[src/common/bier_regs.svh]
`ifndef BIER_REGS_SVH
`define BIER_REGS_SVH

// ---------------------------------------------------------------
// Register indices; byte address is four times the index
// ---------------------------------------------------------------
`define BIER_IDX_BIAS    6'h04
`define BIER_IDX_ID      6'h05
`define BIER_IDX_ERR     6'h06
`define BIER_IDX_ERR_EN  6'h07
`define BIER_IDX_INT_MSK 6'h08

// ---------------------------------------------------------------
// Field positions and writable masks
// ---------------------------------------------------------------
`define BIER_BIAS_WMASK  16'hcc33
`define BIER_ERR_WMASK   16'h0e00
`define BIER_ERR_LSB     9
`define BIER_ERR_POS_BIT 11
`define BIER_ID_REV_LSB  2
`define BIER_ID_MOD_LSB  0

// ---------------------------------------------------------------
// Reset values and bus responses
// ---------------------------------------------------------------
`define BIER_BIAS_RST    16'h0000
`define BIER_ERR_RST     3'h0
`define BIER_MASK_RST    16'h0000
`define BIER_RESP_OKAY   2'h0
`define BIER_RESP_SLVERR 2'h2

`endif

[src/common/bier_pkg.sv]
package bier_pkg;

   // Write channel sequencing
   typedef enum logic [1:0]
   {
      BIER_WR_COLLECT = 2'b01,
      BIER_WR_RESP    = 2'b10
   } bier_wr_state_t;

   // One bit per range detector: [2] positive, [1] negative, [0] reference
   typedef logic [2:0] bier_err_vec_t;

endpackage

[src/common/bier_err_if.sv]
`timescale 1ns/1ns
`default_nettype none

// Error flag control between register decode and flag keeper
interface bier_err_if;
   bier_pkg::bier_err_vec_t clr;
   bier_pkg::bier_err_vec_t en;
   bier_pkg::bier_err_vec_t flags;

   modport ctrl (output clr, output en, input flags);
   modport flag (input clr, input en, output flags);
endinterface

`default_nettype wire

[src/core/bier_err_flags.sv]
`timescale 1ns/1ns
`default_nettype none
`include "bier_regs.svh"

module bier_err_flags
(
   // Clock and reset
   input  wire logic                    clk,
   input  wire logic                    rst,
   // Raw detector levels from the analog side
   input  wire bier_pkg::bier_err_vec_t rangeAsync,
   // Flag control
   bier_err_if.flag                     err
);

   bier_pkg::bier_err_vec_t meta_r;
   bier_pkg::bier_err_vec_t sync_r;
   bier_pkg::bier_err_vec_t flags_r;
   bier_pkg::bier_err_vec_t flags_nxt;
   bier_pkg::bier_err_vec_t setNow;

   // ---------------------------------------------------------------
   // Detector synchroniser
   // ---------------------------------------------------------------
   // Detectors are asynchronous; only sync_r reads meta_r
   always_ff @(posedge clk)
   begin
      meta_r <= rst ? 3'h0 : rangeAsync;
      sync_r <= rst ? 3'h0 : meta_r;
   end

   // ---------------------------------------------------------------
   // Sticky flags
   // ---------------------------------------------------------------
   // Detection only counts where enabled; set beats a same-cycle clear
   assign setNow    = sync_r & err.en;
   assign flags_nxt = (flags_r & ~err.clr) | setNow;

   always_ff @(posedge clk)
   begin
      flags_r <= rst ? `BIER_ERR_RST : flags_nxt;
   end

   assign err.flags = flags_r;
endmodule

`default_nettype wire

[src/core/bier_regbank.sv]
// What this block does
// - The bias register sits at index 0x04, is 16 bits wide and resets to zero.
// - Bits 15 and 14 of the bias register enable bias on inputs 7 and 6, read/write.
// - Bits 11 and 10 of the bias register enable bias on inputs 5 and 4, read/write.
// - Bits 5, 4, 1 and 0 of the bias register enable bias on inputs 3, 2, 1 and 0, read/write.
// - A set enable bit drives bias onto its pin and a cleared one removes it.
// - The identification register is an 8-bit read-only register at index 0x05.
// - Its bits 3:2 hold the silicon revision, bits 1:0 the model, bits 7:4 read zero.
// - The error register sits at index 0x06, resets to zero and is write-one-to-clear.
// - An error flag can only set while its bit in the error enable register is set.
// - Bit 11 sets on a range fault at the positive input and stays set until cleared.
// - Bit 10 sets on a range fault at the negative input and stays set until cleared.
// - Bit 9 sets on a range fault at the reference input and stays set until cleared.
`timescale 1ns/1ns
`default_nettype none
`include "bier_regs.svh"

module bier_regbank
#(
   parameter int          ADDR_W    = 8,
   parameter logic [1:0]  SILICON_REV = 2'h2,  // Arbitrary value
   parameter logic [1:0]  MODEL_CODE  = 2'h3   // Arbitrary value
)
(
   // Clock and reset
   input  wire logic              clk,
   input  wire logic              rst,
   // AXI4-Lite write address and data
   input  wire logic [ADDR_W-1:0] s_axi_awaddr,
   input  wire logic              s_axi_awvalid,
   output logic                   s_axi_awready,
   input  wire logic [31:0]       s_axi_wdata,
   input  wire logic [3:0]        s_axi_wstrb,
   input  wire logic              s_axi_wvalid,
   output logic                   s_axi_wready,
   // AXI4-Lite write response
   output logic [1:0]             s_axi_bresp,
   output logic                   s_axi_bvalid,
   input  wire logic              s_axi_bready,
   // AXI4-Lite read
   input  wire logic [ADDR_W-1:0] s_axi_araddr,
   input  wire logic              s_axi_arvalid,
   output logic                   s_axi_arready,
   output logic [31:0]            s_axi_rdata,
   output logic [1:0]             s_axi_rresp,
   output logic                   s_axi_rvalid,
   input  wire logic              s_axi_rready,
   // Range detector levels, asynchronous
   input  wire logic              posInputRange,
   input  wire logic              negInputRange,
   input  wire logic              referenceRange,
   // Bias enables per analog input, bit n is input n
   output logic [7:0]             biasOutput,
   // Interrupt
   output logic                   irq
);

   // ---------------------------------------------------------------
   // Elaboration checks
   // ---------------------------------------------------------------
   if (ADDR_W < 8 || ADDR_W > 32)
   begin : g_bad_addr_w
      $error("ADDR_W must lie between 8 and 32");
   end

   // ---------------------------------------------------------------
   // Helpers
   // ---------------------------------------------------------------
   // Byte-lane merge of a 16-bit register, limited to its writable bits
   function automatic logic [15:0] mergeLanes(input logic [15:0] old, input logic [31:0] data,
                                              input logic [3:0] strb, input logic [15:0] wmask);
      logic [15:0] merged;
      merged[7:0]  = strb[0] ? data[7:0]  : old[7:0];
      merged[15:8] = strb[1] ? data[15:8] : old[15:8];
      return merged & wmask;
   endfunction

   // Word index of a byte address; out-of-range high bits force a miss
   function automatic logic [6:0] wordIndex(input logic [ADDR_W-1:0] addr);
      logic [6:0] idx;
      idx = {1'b0, addr[7:2]};
      if (ADDR_W > 8 && (addr >> 8) != '0)
      begin
         idx = 7'h7f;
      end
      return idx;
   endfunction

   // ---------------------------------------------------------------
   // State
   // ---------------------------------------------------------------
   bier_pkg::bier_wr_state_t wrState_r;
   bier_pkg::bier_wr_state_t wrState_nxt;
   logic [6:0]  awIdx_r;
   logic        awFull_r;
   logic [31:0] wData_r;
   logic [3:0]  wStrb_r;
   logic        wFull_r;
   logic [1:0]  bresp_r;
   logic [31:0] rdata_r;
   logic [1:0]  rresp_r;
   logic        rvalid_r;
   logic [15:0] bias_r;
   logic [15:0] errEn_r;
   logic [15:0] intMask_r;
   logic        irq_r;

   bier_err_if errBus ();

   // ---------------------------------------------------------------
   // Write channel decode
   // ---------------------------------------------------------------
   // Address and data are taken independently, committed once both held
   logic        awTake;
   logic        wTake;
   logic        wrCommit;
   logic        wrBias;
   logic        wrId;
   logic        wrErr;
   logic        wrErrEn;
   logic        wrIntMsk;
   logic        wrHit;

   assign s_axi_awready = (wrState_r == bier_pkg::BIER_WR_COLLECT) && !awFull_r;
   assign s_axi_wready  = (wrState_r == bier_pkg::BIER_WR_COLLECT) && !wFull_r;
   assign awTake        = s_axi_awvalid && s_axi_awready;
   assign wTake         = s_axi_wvalid && s_axi_wready;
   assign wrCommit      = (wrState_r == bier_pkg::BIER_WR_COLLECT) && awFull_r && wFull_r;
   assign wrBias        = wrCommit && awIdx_r == {1'b0, `BIER_IDX_BIAS};
   assign wrId          = wrCommit && awIdx_r == {1'b0, `BIER_IDX_ID};
   assign wrErr         = wrCommit && awIdx_r == {1'b0, `BIER_IDX_ERR};
   assign wrErrEn       = wrCommit && awIdx_r == {1'b0, `BIER_IDX_ERR_EN};
   assign wrIntMsk      = wrCommit && awIdx_r == {1'b0, `BIER_IDX_INT_MSK};
   // Writes to the read-only identification word are accepted and dropped
   assign wrHit         = wrBias || wrId || wrErr || wrErrEn || wrIntMsk;
   assign s_axi_bvalid  = (wrState_r == bier_pkg::BIER_WR_RESP);
   assign s_axi_bresp   = bresp_r;

   always_comb
   begin
      wrState_nxt = wrState_r;
      case (wrState_r)
         bier_pkg::BIER_WR_COLLECT:
            if (wrCommit)
            begin
               wrState_nxt = bier_pkg::BIER_WR_RESP;
            end
         bier_pkg::BIER_WR_RESP:
            if (s_axi_bready)
            begin
               wrState_nxt = bier_pkg::BIER_WR_COLLECT;
            end
         default:
            wrState_nxt = bier_pkg::BIER_WR_COLLECT;
      endcase
   end

   // Write channel holding registers
   always_ff @(posedge clk)
   begin
      if (rst)
      begin
         wrState_r <= bier_pkg::BIER_WR_COLLECT;
         awFull_r  <= 1'b0;
         wFull_r   <= 1'b0;
         awIdx_r   <= 7'h00;
         wData_r   <= 32'h0000_0000;
         wStrb_r   <= 4'h0;
         bresp_r   <= `BIER_RESP_OKAY;
      end
      else
      begin
         wrState_r <= wrState_nxt;
         awFull_r  <= awTake || (awFull_r && !wrCommit);
         wFull_r   <= wTake || (wFull_r && !wrCommit);
         awIdx_r   <= awTake ? wordIndex(s_axi_awaddr) : awIdx_r;
         wData_r   <= wTake ? s_axi_wdata : wData_r;
         wStrb_r   <= wTake ? s_axi_wstrb : wStrb_r;
         bresp_r   <= wrCommit ? (wrHit ? `BIER_RESP_OKAY : `BIER_RESP_SLVERR) : bresp_r;
      end
   end

   // ---------------------------------------------------------------
   // Control registers
   // ---------------------------------------------------------------
   // Reserved bias bits can never be written, so they always read zero
   always_ff @(posedge clk)
   begin
      if (rst)
      begin
         bias_r    <= `BIER_BIAS_RST;
         errEn_r   <= `BIER_MASK_RST;
         intMask_r <= `BIER_MASK_RST;
      end
      else
      begin
         if (wrBias)
         begin
            bias_r <= mergeLanes(bias_r, wData_r, wStrb_r, `BIER_BIAS_WMASK);
         end
         if (wrErrEn)
         begin
            errEn_r <= mergeLanes(errEn_r, wData_r, wStrb_r, `BIER_ERR_WMASK);
         end
         if (wrIntMsk)
         begin
            intMask_r <= mergeLanes(intMask_r, wData_r, wStrb_r, `BIER_ERR_WMASK);
         end
      end
   end

   // Pin map: 15,14 -> 7,6; 11,10 -> 5,4; 5,4 -> 3,2; 1,0 -> 1,0
   assign biasOutput = {bias_r[15:14], bias_r[11:10], bias_r[5:4], bias_r[1:0]};

   // ---------------------------------------------------------------
   // Error flags
   // ---------------------------------------------------------------
   // A written one in byte lane 1 clears; zeros leave flags untouched
   logic [15:0] errWord;

   assign errBus.clr = (wrErr && wStrb_r[1]) ? wData_r[`BIER_ERR_POS_BIT:`BIER_ERR_LSB] : 3'h0;
   assign errBus.en  = errEn_r[`BIER_ERR_POS_BIT:`BIER_ERR_LSB];
   assign errWord    = {4'h0, errBus.flags, 9'h000};

   bier_err_flags u_flags
   (
      .clk        (clk),
      .rst        (rst),
      .rangeAsync ({posInputRange, negInputRange, referenceRange}),
      .err        (errBus)
   );

   // Registered so the level never glitches on decode
   always_ff @(posedge clk)
   begin
      irq_r <= rst ? 1'b0 : |(errWord & intMask_r);
   end

   assign irq = irq_r;

   // ---------------------------------------------------------------
   // Read channel
   // ---------------------------------------------------------------
   logic [6:0]  arIdx;
   logic        arTake;
   logic [31:0] rdMux;
   logic        rdHit;

   assign s_axi_arready = !rvalid_r;
   assign arTake        = s_axi_arvalid && s_axi_arready;
   assign arIdx         = wordIndex(s_axi_araddr);

   // Narrow registers sit in the low bits; upper bits read zero
   always_comb
   begin
      rdHit = 1'b1;
      case (arIdx)
         {1'b0, `BIER_IDX_BIAS}:    rdMux = {16'h0000, bias_r};
         {1'b0, `BIER_IDX_ID}:      rdMux = {24'h000000, 4'h0, SILICON_REV, MODEL_CODE};
         {1'b0, `BIER_IDX_ERR}:     rdMux = {16'h0000, errWord};
         {1'b0, `BIER_IDX_ERR_EN}:  rdMux = {16'h0000, errEn_r};
         {1'b0, `BIER_IDX_INT_MSK}: rdMux = {16'h0000, intMask_r};
         default:
         begin
            rdMux = 32'h0000_0000;
            rdHit = 1'b0;
         end
      endcase
   end

   // Answer one cycle after the address is taken
   always_ff @(posedge clk)
   begin
      if (rst)
      begin
         rvalid_r <= 1'b0;
         rdata_r  <= 32'h0000_0000;
         rresp_r  <= `BIER_RESP_OKAY;
      end
      else
      begin
         rvalid_r <= arTake || (rvalid_r && !s_axi_rready);
         rdata_r  <= arTake ? rdMux : rdata_r;
         rresp_r  <= arTake ? (rdHit ? `BIER_RESP_OKAY : `BIER_RESP_SLVERR) : rresp_r;
      end
   end

   assign s_axi_rvalid = rvalid_r;
   assign s_axi_rdata  = rdata_r;
   assign s_axi_rresp  = rresp_r;
endmodule

`default_nettype wire

[config.mk]
export PLATFORM = sky130hd
export DESIGN_NAME = bier_regbank
export DESIGN_NICKNAME = d
export VERILOG_FILES = /design/src/common/bier_pkg.sv /design/src/common/bier_err_if.sv /design/src/core/bier_err_flags.sv /design/src/core/bier_regbank.sv
export VERILOG_INCLUDE_DIRS = /design/src /design/src/common
export SDC_FILE = /design/constraint.sdc
export NUM_CORES = 1
export LEC_CHECK = 0
export BUFFER_PORTS_ARGS = -buffer_cell sky130_fd_sc_hd__buf_2
export CORE_ASPECT_RATIO = 1.5
export CORE_MARGIN = 4
export CORE_UTILIZATION = 45
export DETAILED_ROUTE_END_ITERATION = 16
export PLACE_DENSITY = 0.77
export RECOVER_POWER = 25
export SETUP_SLACK_MARGIN = 0.5
export SLEW_MARGIN = 5
export SYNTH_ARGS = -nofsm -noshare
export SYNTH_HDL_FRONTEND = slang
export SYNTH_SLANG_ARGS = --single-unit
[constraint.sdc]
create_clock -name clk -period 2.3 [get_ports clk]
set_input_delay 0.115 -clock clk [delete_from_list [all_inputs] [get_ports clk]]
set_output_delay 0.115 -clock clk [all_outputs]
set_load 0.005 [all_outputs]
==> impl_metrics.yaml, run 1 <==
status:
  status: "finished clean"
cells_and_area:
  antenna_cells: 0
  regArea_um2: 1161
  finalNetCount: 393
  layout-drive-gt1-share: 0.2113
  final_area_um2: 2919
  layoutNonFillerInstCount: 404
  n_fill_cell: 494
  syn2layout_area_growth_pct: 18.55
  multi_input_area_um2: 1124
  final_core_util: 0.5565
critical_path:
  required_ns: 2.50
  critPathLaunchType: "flip-flop"
  end_kind: "flip-flop"
  crit_fanout: 9
  worstSetupPathType: "flip-flop to flip-flop"
  cp_data_arrival_time_ns: 1.80
synth:
  synthCells: 271
  synth_top_cell_area_share: 0.4715
  yosys-top-cells-area: "dfxtp_1 (47%), mux2i_1 (9.3%), buf_4 (7.9%), nor2_1 (5.2%), nand2_1 (4.4%)"
  synth-async-reset-ratio: 0
  yosysWarnings: 0
  synthMostInstantiatedCell: "dfxtp_1"
  synth.ff_latch_count: 58
  ys.flop_type: "dfxtp_1"
  synth_area_um2: 2462
  syn_area_per_cell_um2: 9.086
  ys_seq_area_frac: 0.4715
  synth_common_cells: "dfxtp_1 (58), nor2_1 (34), nand2_1 (29), buf_4 (26), mux2i_1 (23)"
  yosys.area.top_type: "dfxtp_1"
  synth_cell_types: 41
  synth_edf_count: 0
grt:
  grt_util_all_layers: 0.1631
  grt_max_degree: 36
  grt_pass1_vias: 1921
  antenna_found_initial: 0
  grt_overflow: 0
  grt_pass1_wl_um: 8321
timing:
  final.min_clock_period_ns: 1.596
  setup_viol: 0
  drv_slew: 0
  setup-tns-final_ns: 0
  max_freq_mhz: 626.7
  rsz0062_at_grt: "no"
  max_slew_margin: 0.6621
  period_share: 0.6937
  clock_skew_ns: 0.006137
  timing.hold.ws_ns: 0.02595
  setup_ws_ns: 0.7045
  hold_viol_final: 0
  worst_pin_slew_ns: 0.5022
die:
  start_util: 0.4695
  die_y_um: 98.60
  die_area_um2: 6744
  die_w_um: 68.40
  coreArea_um2: 5245
  rows: 32
  num_io_pins: 112
clock_tree:
  cts_tree: "yes"
  htreeDepth: 3
  cts_root_buffer: "clkbuf_8"
  clk_pin_slew_ns: 0.06
  clock-sinks: 58
  cts_max_path_buffers: 2
  hold_buffers: 3
  clk_latency_ns: 0.33
  cts_resized: 0
  cts_made_buffers: 9
  cts_setup_buffers: 0
placement:
  gp_congestion: 0.7572
  dp_slack_ns: 0.7185
  dpl.hpwl_um: 3838
  dp.cells: 385
  io_buffers: 58
  placed_cell_area_um2: 2701
hold_path:
  hold_class: "input port to flip-flop"
route:
  avgViaCountPerCell: 4.978
  route.detailed.drc: 0
  drtIter0Drc: 96
  firstDrtPassIters: 4
  drt-total-wl_um: 5162
  post_drt_wl_per_cell_um: 12.78
  drtAntennaViolNets: 0
  vias: 2011
power:
  p_leak_nw: 1.325
  power.total_mw: 2.169
  powerDensity_nw_per_um2: 743.1
  vdd_ir_drop_max_v: 0.0004028
run:
  drv_cap: 0
cell type report:
type	count	area share
inverter	5	0.006429
multi-input combinational	193	0.3849
clock inverter	2	0.01200
clock buffer	14	0.05572
tap	68	0.02915
sequential	58	0.3978
timing repair buffer	64	0.1140
report_power, final:
group	leakage, nW	internal (mW)	switching, mW
Combinational	0.752	0.0766	0.105
Sequential	0.473	1.04	0.0271
Clock	0.101	0.559	0.360
Total	1.33	1.68	0.492
per-layer routing:
metal	up-vias	routed length (um)	track usage
li1	1004	-	-
met1	923	2115	0.1809
met2	75	2557	0.2664
met3	9	382	0.05587
met4	0	106	0.08423
met5	-	0	0
cell usage in the layout (no fill, tap or decap), types with 4 or more instances in the layout:
cell,synthesis,final
buf_2,4,50
nand2b_1,4,4
nor2b_1,11,11
nand2_1,29,29
mux2i_1,23,23
clkbuf_1,6,11
clkbuf_8,0,11
conb_1,1,24
a22oi_1,5,5
nor2_1,34,34
a21oi_1,20,20
inv_1,5,5
dfxtp_1,58,58
final timing paths:
check	cells past startpoint	slack [ns]	end	start
worst max-delay path	4	0.70	bias_r[1]	awFull_r
worst min-delay path	3	0.03	wStrb_r[1]	s_axi_wstrb[1]
worst max register to register	4	0.70	bias_r[1]	awFull_r
worst min register to register	1	0.44	u_flags.sync_r[0]	u_flags.meta_r[0]
worst max-delay path, cell delays in order, from the launching register on:
cell and delay (ns):
dfxtp_1 0.38, and4b_1 0.40, nand4_1 0.36, mux2i_1 0.27, nor2_1 0.05
state kept, by name, summed over array words and instances (netlist names), 6 cells and up:
| register | cells |
|---|---|
| s_axi_rdata | 10 |
| wData_r | 9 |
| awIdx_r | 6 |
| bias_r | 8 |
cell families after synthesis:
| kind of cell | Yosys count | synth area share |
|---|---|---|
| other | 1 | 0.001523 |
| multiplexers | 23 | 0.09350 |
| flip-flops | 58 | 0.4715 |
| AO/OA/AOI/OAI | 44 | 0.1154 |
| buffers and inverters | 43 | 0.1072 |
| AND/OR/NAND/NOR | 102 | 0.2109 |
Note: power is estimated with default switching activity, not from simulation.
==> run 2, diff against run 1 <==
Settings changed: CORE_UTILIZATION 45 to 42, PLACE_DENSITY 0.77 to 0.76.
Clock period 2.3 ns to 1.4 ns, I/O delays scaled along.
==> run 2 against run 1 <==
Sequential share of layout area fell by 7.1 points. Largest power group unchanged. Combinational power increased to 3.0 times the previous value. Non-clock buffer count grew 43. Clock power grew 61%. Count of clock-buffer cells in the layout decreased by 2. Sequential power rose by 65%. Utilization up 9.2 points. Flip-flop and latch count unchanged. Critical path type unchanged.
==> impl_metrics.yaml, run 2 (synthesis results as in run 1) <==
power:
  power.total_mw: 3.792
  powerDensity_nw_per_um2: 1049
  p_leak_nw: 1.644
  vdd_ir_drop_max_v: 0.0006513
critical_path:
  worstSetupPathType: "flip-flop to flip-flop"
  r2r_setup_slack_ns: 0.007
  cp_data_arrival_time_ns: 1.59
  crit_chain: "and4b_2, nand2_1, and4bb_2, a311oi_2"
  critPathLaunchType: "flip-flop"
  cpMaxStageDelayCell: "dfxtp_2"
  crit_fanout: 6
  end_kind: "flip-flop"
  slowest_delay_ns: 0.37
  required_ns: 1.59
grt:
  grt_pass1_vias: 2314
  antenna_found_initial: 0
  grt_util_all_layers: 0.1907
  grt_max_degree: 31
  grt_overflow: 0
  grt_pass1_wl_um: 10740
cells_and_area:
  layout_commonest_cell: "buf_2"
  multi_input_area_um2: 1336
  regArea_um2: 1180
  largest_reg_flops: 10
  layout-drive-gt1-share: 0.4048
  syn2layout_area_growth_pct: 46.85
  finalNetCount: 436
  layoutNonFillerInstCount: 448
  layout_common_cells: "buf_2 (54), dfxtp_1 (45), nor2_1 (32)"
  n_fill_cell: 434
  antenna_cells: 0
clock_tree:
  cts_max_path_buffers: 2
  clk_latency_ns: 0.33
  cts_made_buffers: 9
  cts_tree: "yes"
  clk_pin_slew_ns: 0.06
  cts_root_buffer: "clkbuf_8"
  htreeDepth: 3
  clock-sinks: 58
run:
  drv_cap: 0
die:
  die_w_um: 70.52
  coreArea_um2: 5574
  die_y_um: 101.8
  die_area_um2: 7177
  num_io_pins: 112
  start_util: 0.4418
  rows: 33
placement:
  dpl.hpwl_um: 4042
  io_buffers: 58
  gp_congestion: 0.8011
  dp.cells: 397
status:
  status: "finished clean"
timing:
  hold_viol_final: 0
  period_share: 0.9952
  setup_viol: 0
  max_freq_mhz: 717.7
  clock_skew_ns: 0.006073
  drv_slew: 0
  final.min_clock_period_ns: 1.393
  rsz0062_at_grt: "yes"
route:
  route.detailed.drc: 0
  drt-total-wl_um: 7094
  firstDrtPassIters: 4
  post_drt_wl_per_cell_um: 15.83
  drtIter0Drc: 147
  avgViaCountPerCell: 5.225
  drtAntennaViolNets: 0
  vias: 2341
hold_path:
  hold_class: "input port to flip-flop"
[run 2: changes by cell type in the layout (fill, tap and decap cells not counted), moves of 4 or more]
cell / previous run / this run
dlygate4sd3_1: 3 / 20
dfxtp_2: 0 / 12
clkbuf_1: 11 / 5
buf_4: 3 / 12
nand2_1: 29 / 22
buf_2: 50 / 54
a21oi_2: 0 / 5
nand2_4: 0 / 4
dfxtp_1: 58 / 45
buf_6: 0 / 15
a21oi_1: 20 / 15
[run 2: final cells by class]
class | instances | area share
clock buffers | 12 | 0.04014
clock inverters | 3 | 0.01107
inverters | 5 | 0.005190
multi-input cells | 193 | 0.3695
flip-flops and latches | 58 | 0.3263
well taps | 70 | 0.02422
repair buffers | 107 | 0.2235
[run 2: stage by stage]
stage          setup WS [ns]  cell area [um2]  setup TNS [ns]  utilization  hold WS (ns)
2_1_floorplan         0.1024             2606               0            -        0.1982
3_3_place_gp        0.003157             2825               0       0.5068        0.2787
3_5_place_dp        -0.04918             2825         -0.2574       0.5068        0.2885
4_1_cts              0.02612             3487               0       0.6256     0.0008613
5_1_grt             -0.07263             3616         -0.3228       0.6487      0.006005
6_report            0.006670             3616               0       0.6487       0.01139
[run 2: power by group]
part           internal [mW]  switching [mW]
clock network          0.856           0.626
registers               1.71          0.0566
logic                  0.281           0.260
total                   2.85           0.942
[run 2: timing repair]
action,CTS,global route
pin swaps,29,20
endpoints found under the setup margin,58,63
setup buffers,11,4
resized for setup,52,29
gates cloned,1,0
hold buffers,20,0
endpoints found under the hold margin,20,0
[run 2: routing by layer]
| layer | track usage | vias up | wire length (um) |
|---|---|---|---|
| met5 | 0 | - | 0 |
| met4 | 0.1003 | 0 | 326 |
| met3 | 0.04469 | 29 | 412 |
| met2 | 0.3449 | 116 | 3762 |
| met1 | 0.2043 | 1107 | 2592 |
| li1 | - | 1089 | - |
[run 2: critical path: cells and delay by family, from the launching register on]
family / cells / cell delay [ns]
DFF: 1 / 0.37
AOI/OAI and AO/OA: 1 / 0.12
and+or+nand+nor: 3 / 0.77
[run 2: worst paths after layout]
kind | startpoint | end | cells past startpoint
worst max-delay path | wFull_r | u_flags.err.flags[2] | 4
worst min-delay path | rst | u_flags.meta_r[2] | 2
worst min register to register | u_flags.meta_r[0] | u_flags.sync_r[0] | 1
worst max register to register | wFull_r | u_flags.err.flags[2] | 4
==> run 3, diff against run 2 <==
Settings changed: CORE_ASPECT_RATIO 1.5 to 0.5.
==> run 3 against run 2 <==
Hold slack worse by 0.014 ns. Worst setup slack worse by 0.11 ns. Cell area up 5.4%. Largest power group is now the clock network. The run now ends with negative hold slack, negative setup slack left. Clock power up 42%. First-iteration DRC count up 41%. Fmax down 7.5%. Die area up 0.68%. Non-clock buffer count down 1. Count of clock-buffer cells in the layout unchanged. Clock skew up 0.0015 ns. Via count up 2.7%. Largest cell class unchanged. Wire length up 13%.
==> impl_metrics.yaml, run 3 (synthesis results as in run 1) <==
timing:
  period_share: 1.076
  hold_viol_final: 1
  setup_viol: 10
  clock_skew_ns: 0.007558
  drv_slew: 0
  final.min_clock_period_ns: 1.507
  rsz0062_at_grt: "yes"
  setup-tns-final_ns: -0.4284
  max_slew_margin: 0.6439
  max_freq_mhz: 663.7
  setup_ws_ns: -0.1068
  timing.hold.ws_ns: -0.002198
  worst_pin_slew_ns: 0.5293
cells_and_area:
  layoutNonFillerInstCount: 451
  layout_commonest_cell: "buf_2"
  antenna_cells: 0
  layout-drive-gt1-share: 0.4524
  final_area_um2: 3812
  layout_common_cells: "buf_2 (49), dfxtp_1 (43), nor2_1 (31)"
  largest_reg_flops: 10
  finalNetCount: 436
  syn2layout_area_growth_pct: 54.83
placement:
  io_buffers: 58
  placed_cell_area_um2: 2821
  dp.cells: 399
  dpl.hpwl_um: 4370
  dp_slack_ns: -0.04700
  gp_congestion: 0.8551
power:
  p_leak_nw: 1.709
  p_switching_mw: 1.050
  powerDensity_nw_per_um2: 1174
  seqPwrFrac: 0.397
  swShare: 0.2346
  clockPowerShare: 0.470
  p_int_mw: 3.426
  pwr-share-comb: 0.133
  vdd_ir_drop_max_v: 0.0008323
die:
  die_w_um: 116.3
  die_area_um2: 7226
  coreArea_um2: 5587
  num_io_pins: 112
  rows: 19
  start_util: 0.4408
  die_y_um: 62.14
route:
  post_drt_wl_per_cell_um: 17.81
  firstDrtPassIters: 5
  drt-total-wl_um: 8032
  vias: 2404
  avgViaCountPerCell: 5.330
  drtIter0Drc: 207
  drtAntennaViolNets: 0
  route.detailed.drc: 0
critical_path:
  worstSetupPathType: "flip-flop to flip-flop"
  r2r_start: "wrState_r[1]"
  crit_fanout: 7
  r2r_setup_slack_ns: -0.11
  critPathLaunchType: "flip-flop"
  cp_data_arrival_time_ns: 1.70
  r2r_cells: 5
  end_kind: "flip-flop"
  r2r-end: "bias_r[15]"
  required_ns: 1.59
run:
  drv_cap: 0
grt:
  grt_util_all_layers: 0.1994
  grt_max_degree: 29
  grt_overflow: 0
  grt_pass1_vias: 2369
  antenna_found_initial: 0
  grt_pass1_wl_um: 11360
clock_tree:
  clk_latency_ns: 0.32
  htreeDepth: 3
  clock-sinks: 58
  cts_made_buffers: 9
  cts_tree: "yes"
  cts_max_path_buffers: 2
  clk_pin_slew_ns: 0.05
  cts_root_buffer: "clkbuf_16"
hold_path:
  whs_endpoint: "awIdx_r[4]"
  hold_start: "s_axi_awaddr[6]"
  hold_depth: 3
  hold_class: "input port to flip-flop"
status:
  violations: "negative hold slack, negative setup slack"
  status: "finished, violations left"
==> run 3: cell count changes in the layout (fill, tap and decap cells not counted), moves of 3 or more <==
cell,change
nand2_4,+3
buf_2,-5
nand2_1,-3
buf_6,+8
clkbuf_8,-9
dlygate4sd3_1,-8
buf_4,+3
a21oi_1,-4
mux2i_1,-3
clkbuf_16,+9
==> run 3: timing repair <==
action	in CTS	in global routing
endpoints found under the hold margin	11	1
hold buffers	11	1
gates cloned	2	0
setup buffers	11	12
setup endpoints to repair	55	61
resized for setup	57	51
pin swaps	30	21
==> run 3: how the worst max path moves through the flow <==
| stage | start | to | depth (start not counted) | slack, ns |
|---|---|---|---|---|
| after floorplan | wrState_r[1] | errEn_r[10] | 6 | 0.10 |
| after global placement | wrState_r[1] | errEn_r[9] | 4 | 0.008 |
| after detailed placement | wrState_r[0] | errEn_r[9] | 4 | -0.05 |
| after CTS | awIdx_r[3] | bias_r[10] | 5 | 0.02 |
| after global routing | awIdx_r[2] | bias_r[15] | 5 | -0.21 |
| final | wrState_r[1] | bias_r[15] | 5 | -0.11 |
==> run 3: layer usage <==
layer / wire length, um / vias up / track usage
met4: 278 / 0 / 0.09696
met2: 3974 / 140 / 0.3454
met3: 642 / 33 / 0.07081
met1: 3136 / 1136 / 0.2142
li1: - / 1095 / -
met5: 0 / - / 0
==> run 3: critical path, cell delays in order, from the launching register on <==
cell     delay, ns
dfxtp_2       0.34
and4b_2       0.39
nand4_1       0.20
buf_6         0.19
mux2i_1       0.19
nor2_1        0.06
==> run 3: layout make-up <==
| cell class | instances | area (um2) |
|---|---|---|
| clock inverter | 3 | 40.04 |
| timing repair buffer | 106 | 803.3 |
| multi-input combinational | 194 | 1425 |
| inverter | 5 | 18.77 |
| clock buffer | 12 | 246.5 |
| fill | 359 | 1774 |
| sequential | 58 | 1187 |
| tap | 73 | 91.34 |
==> run 3: power groups by stage <==
stage               Combinational, mW  Sequential [mW]  Clock (mW)
floorplan                       0.261             1.78           0
global placement                0.332             1.79           0
detailed placement              0.344             1.80           0
CTS                             0.468             1.77        2.10
global route                    0.639             1.78        2.20
finish                          0.595             1.78        2.10
==> run 3: through the flow <==
step / util / hold slack, ns / power [mW]
6_report: 0.6824 / -0.002198 / 4.476
5_1_grt: 0.6824 / 0.005521 / 4.618
4_1_cts: 0.6305 / 0.0004133 / 4.334
3_5_place_dp: 0.5050 / 0.2927 / 2.141
3_3_place_gp: 0.5050 / 0.2833 / 2.123
2_1_floorplan: - / 0.1982 / 2.045
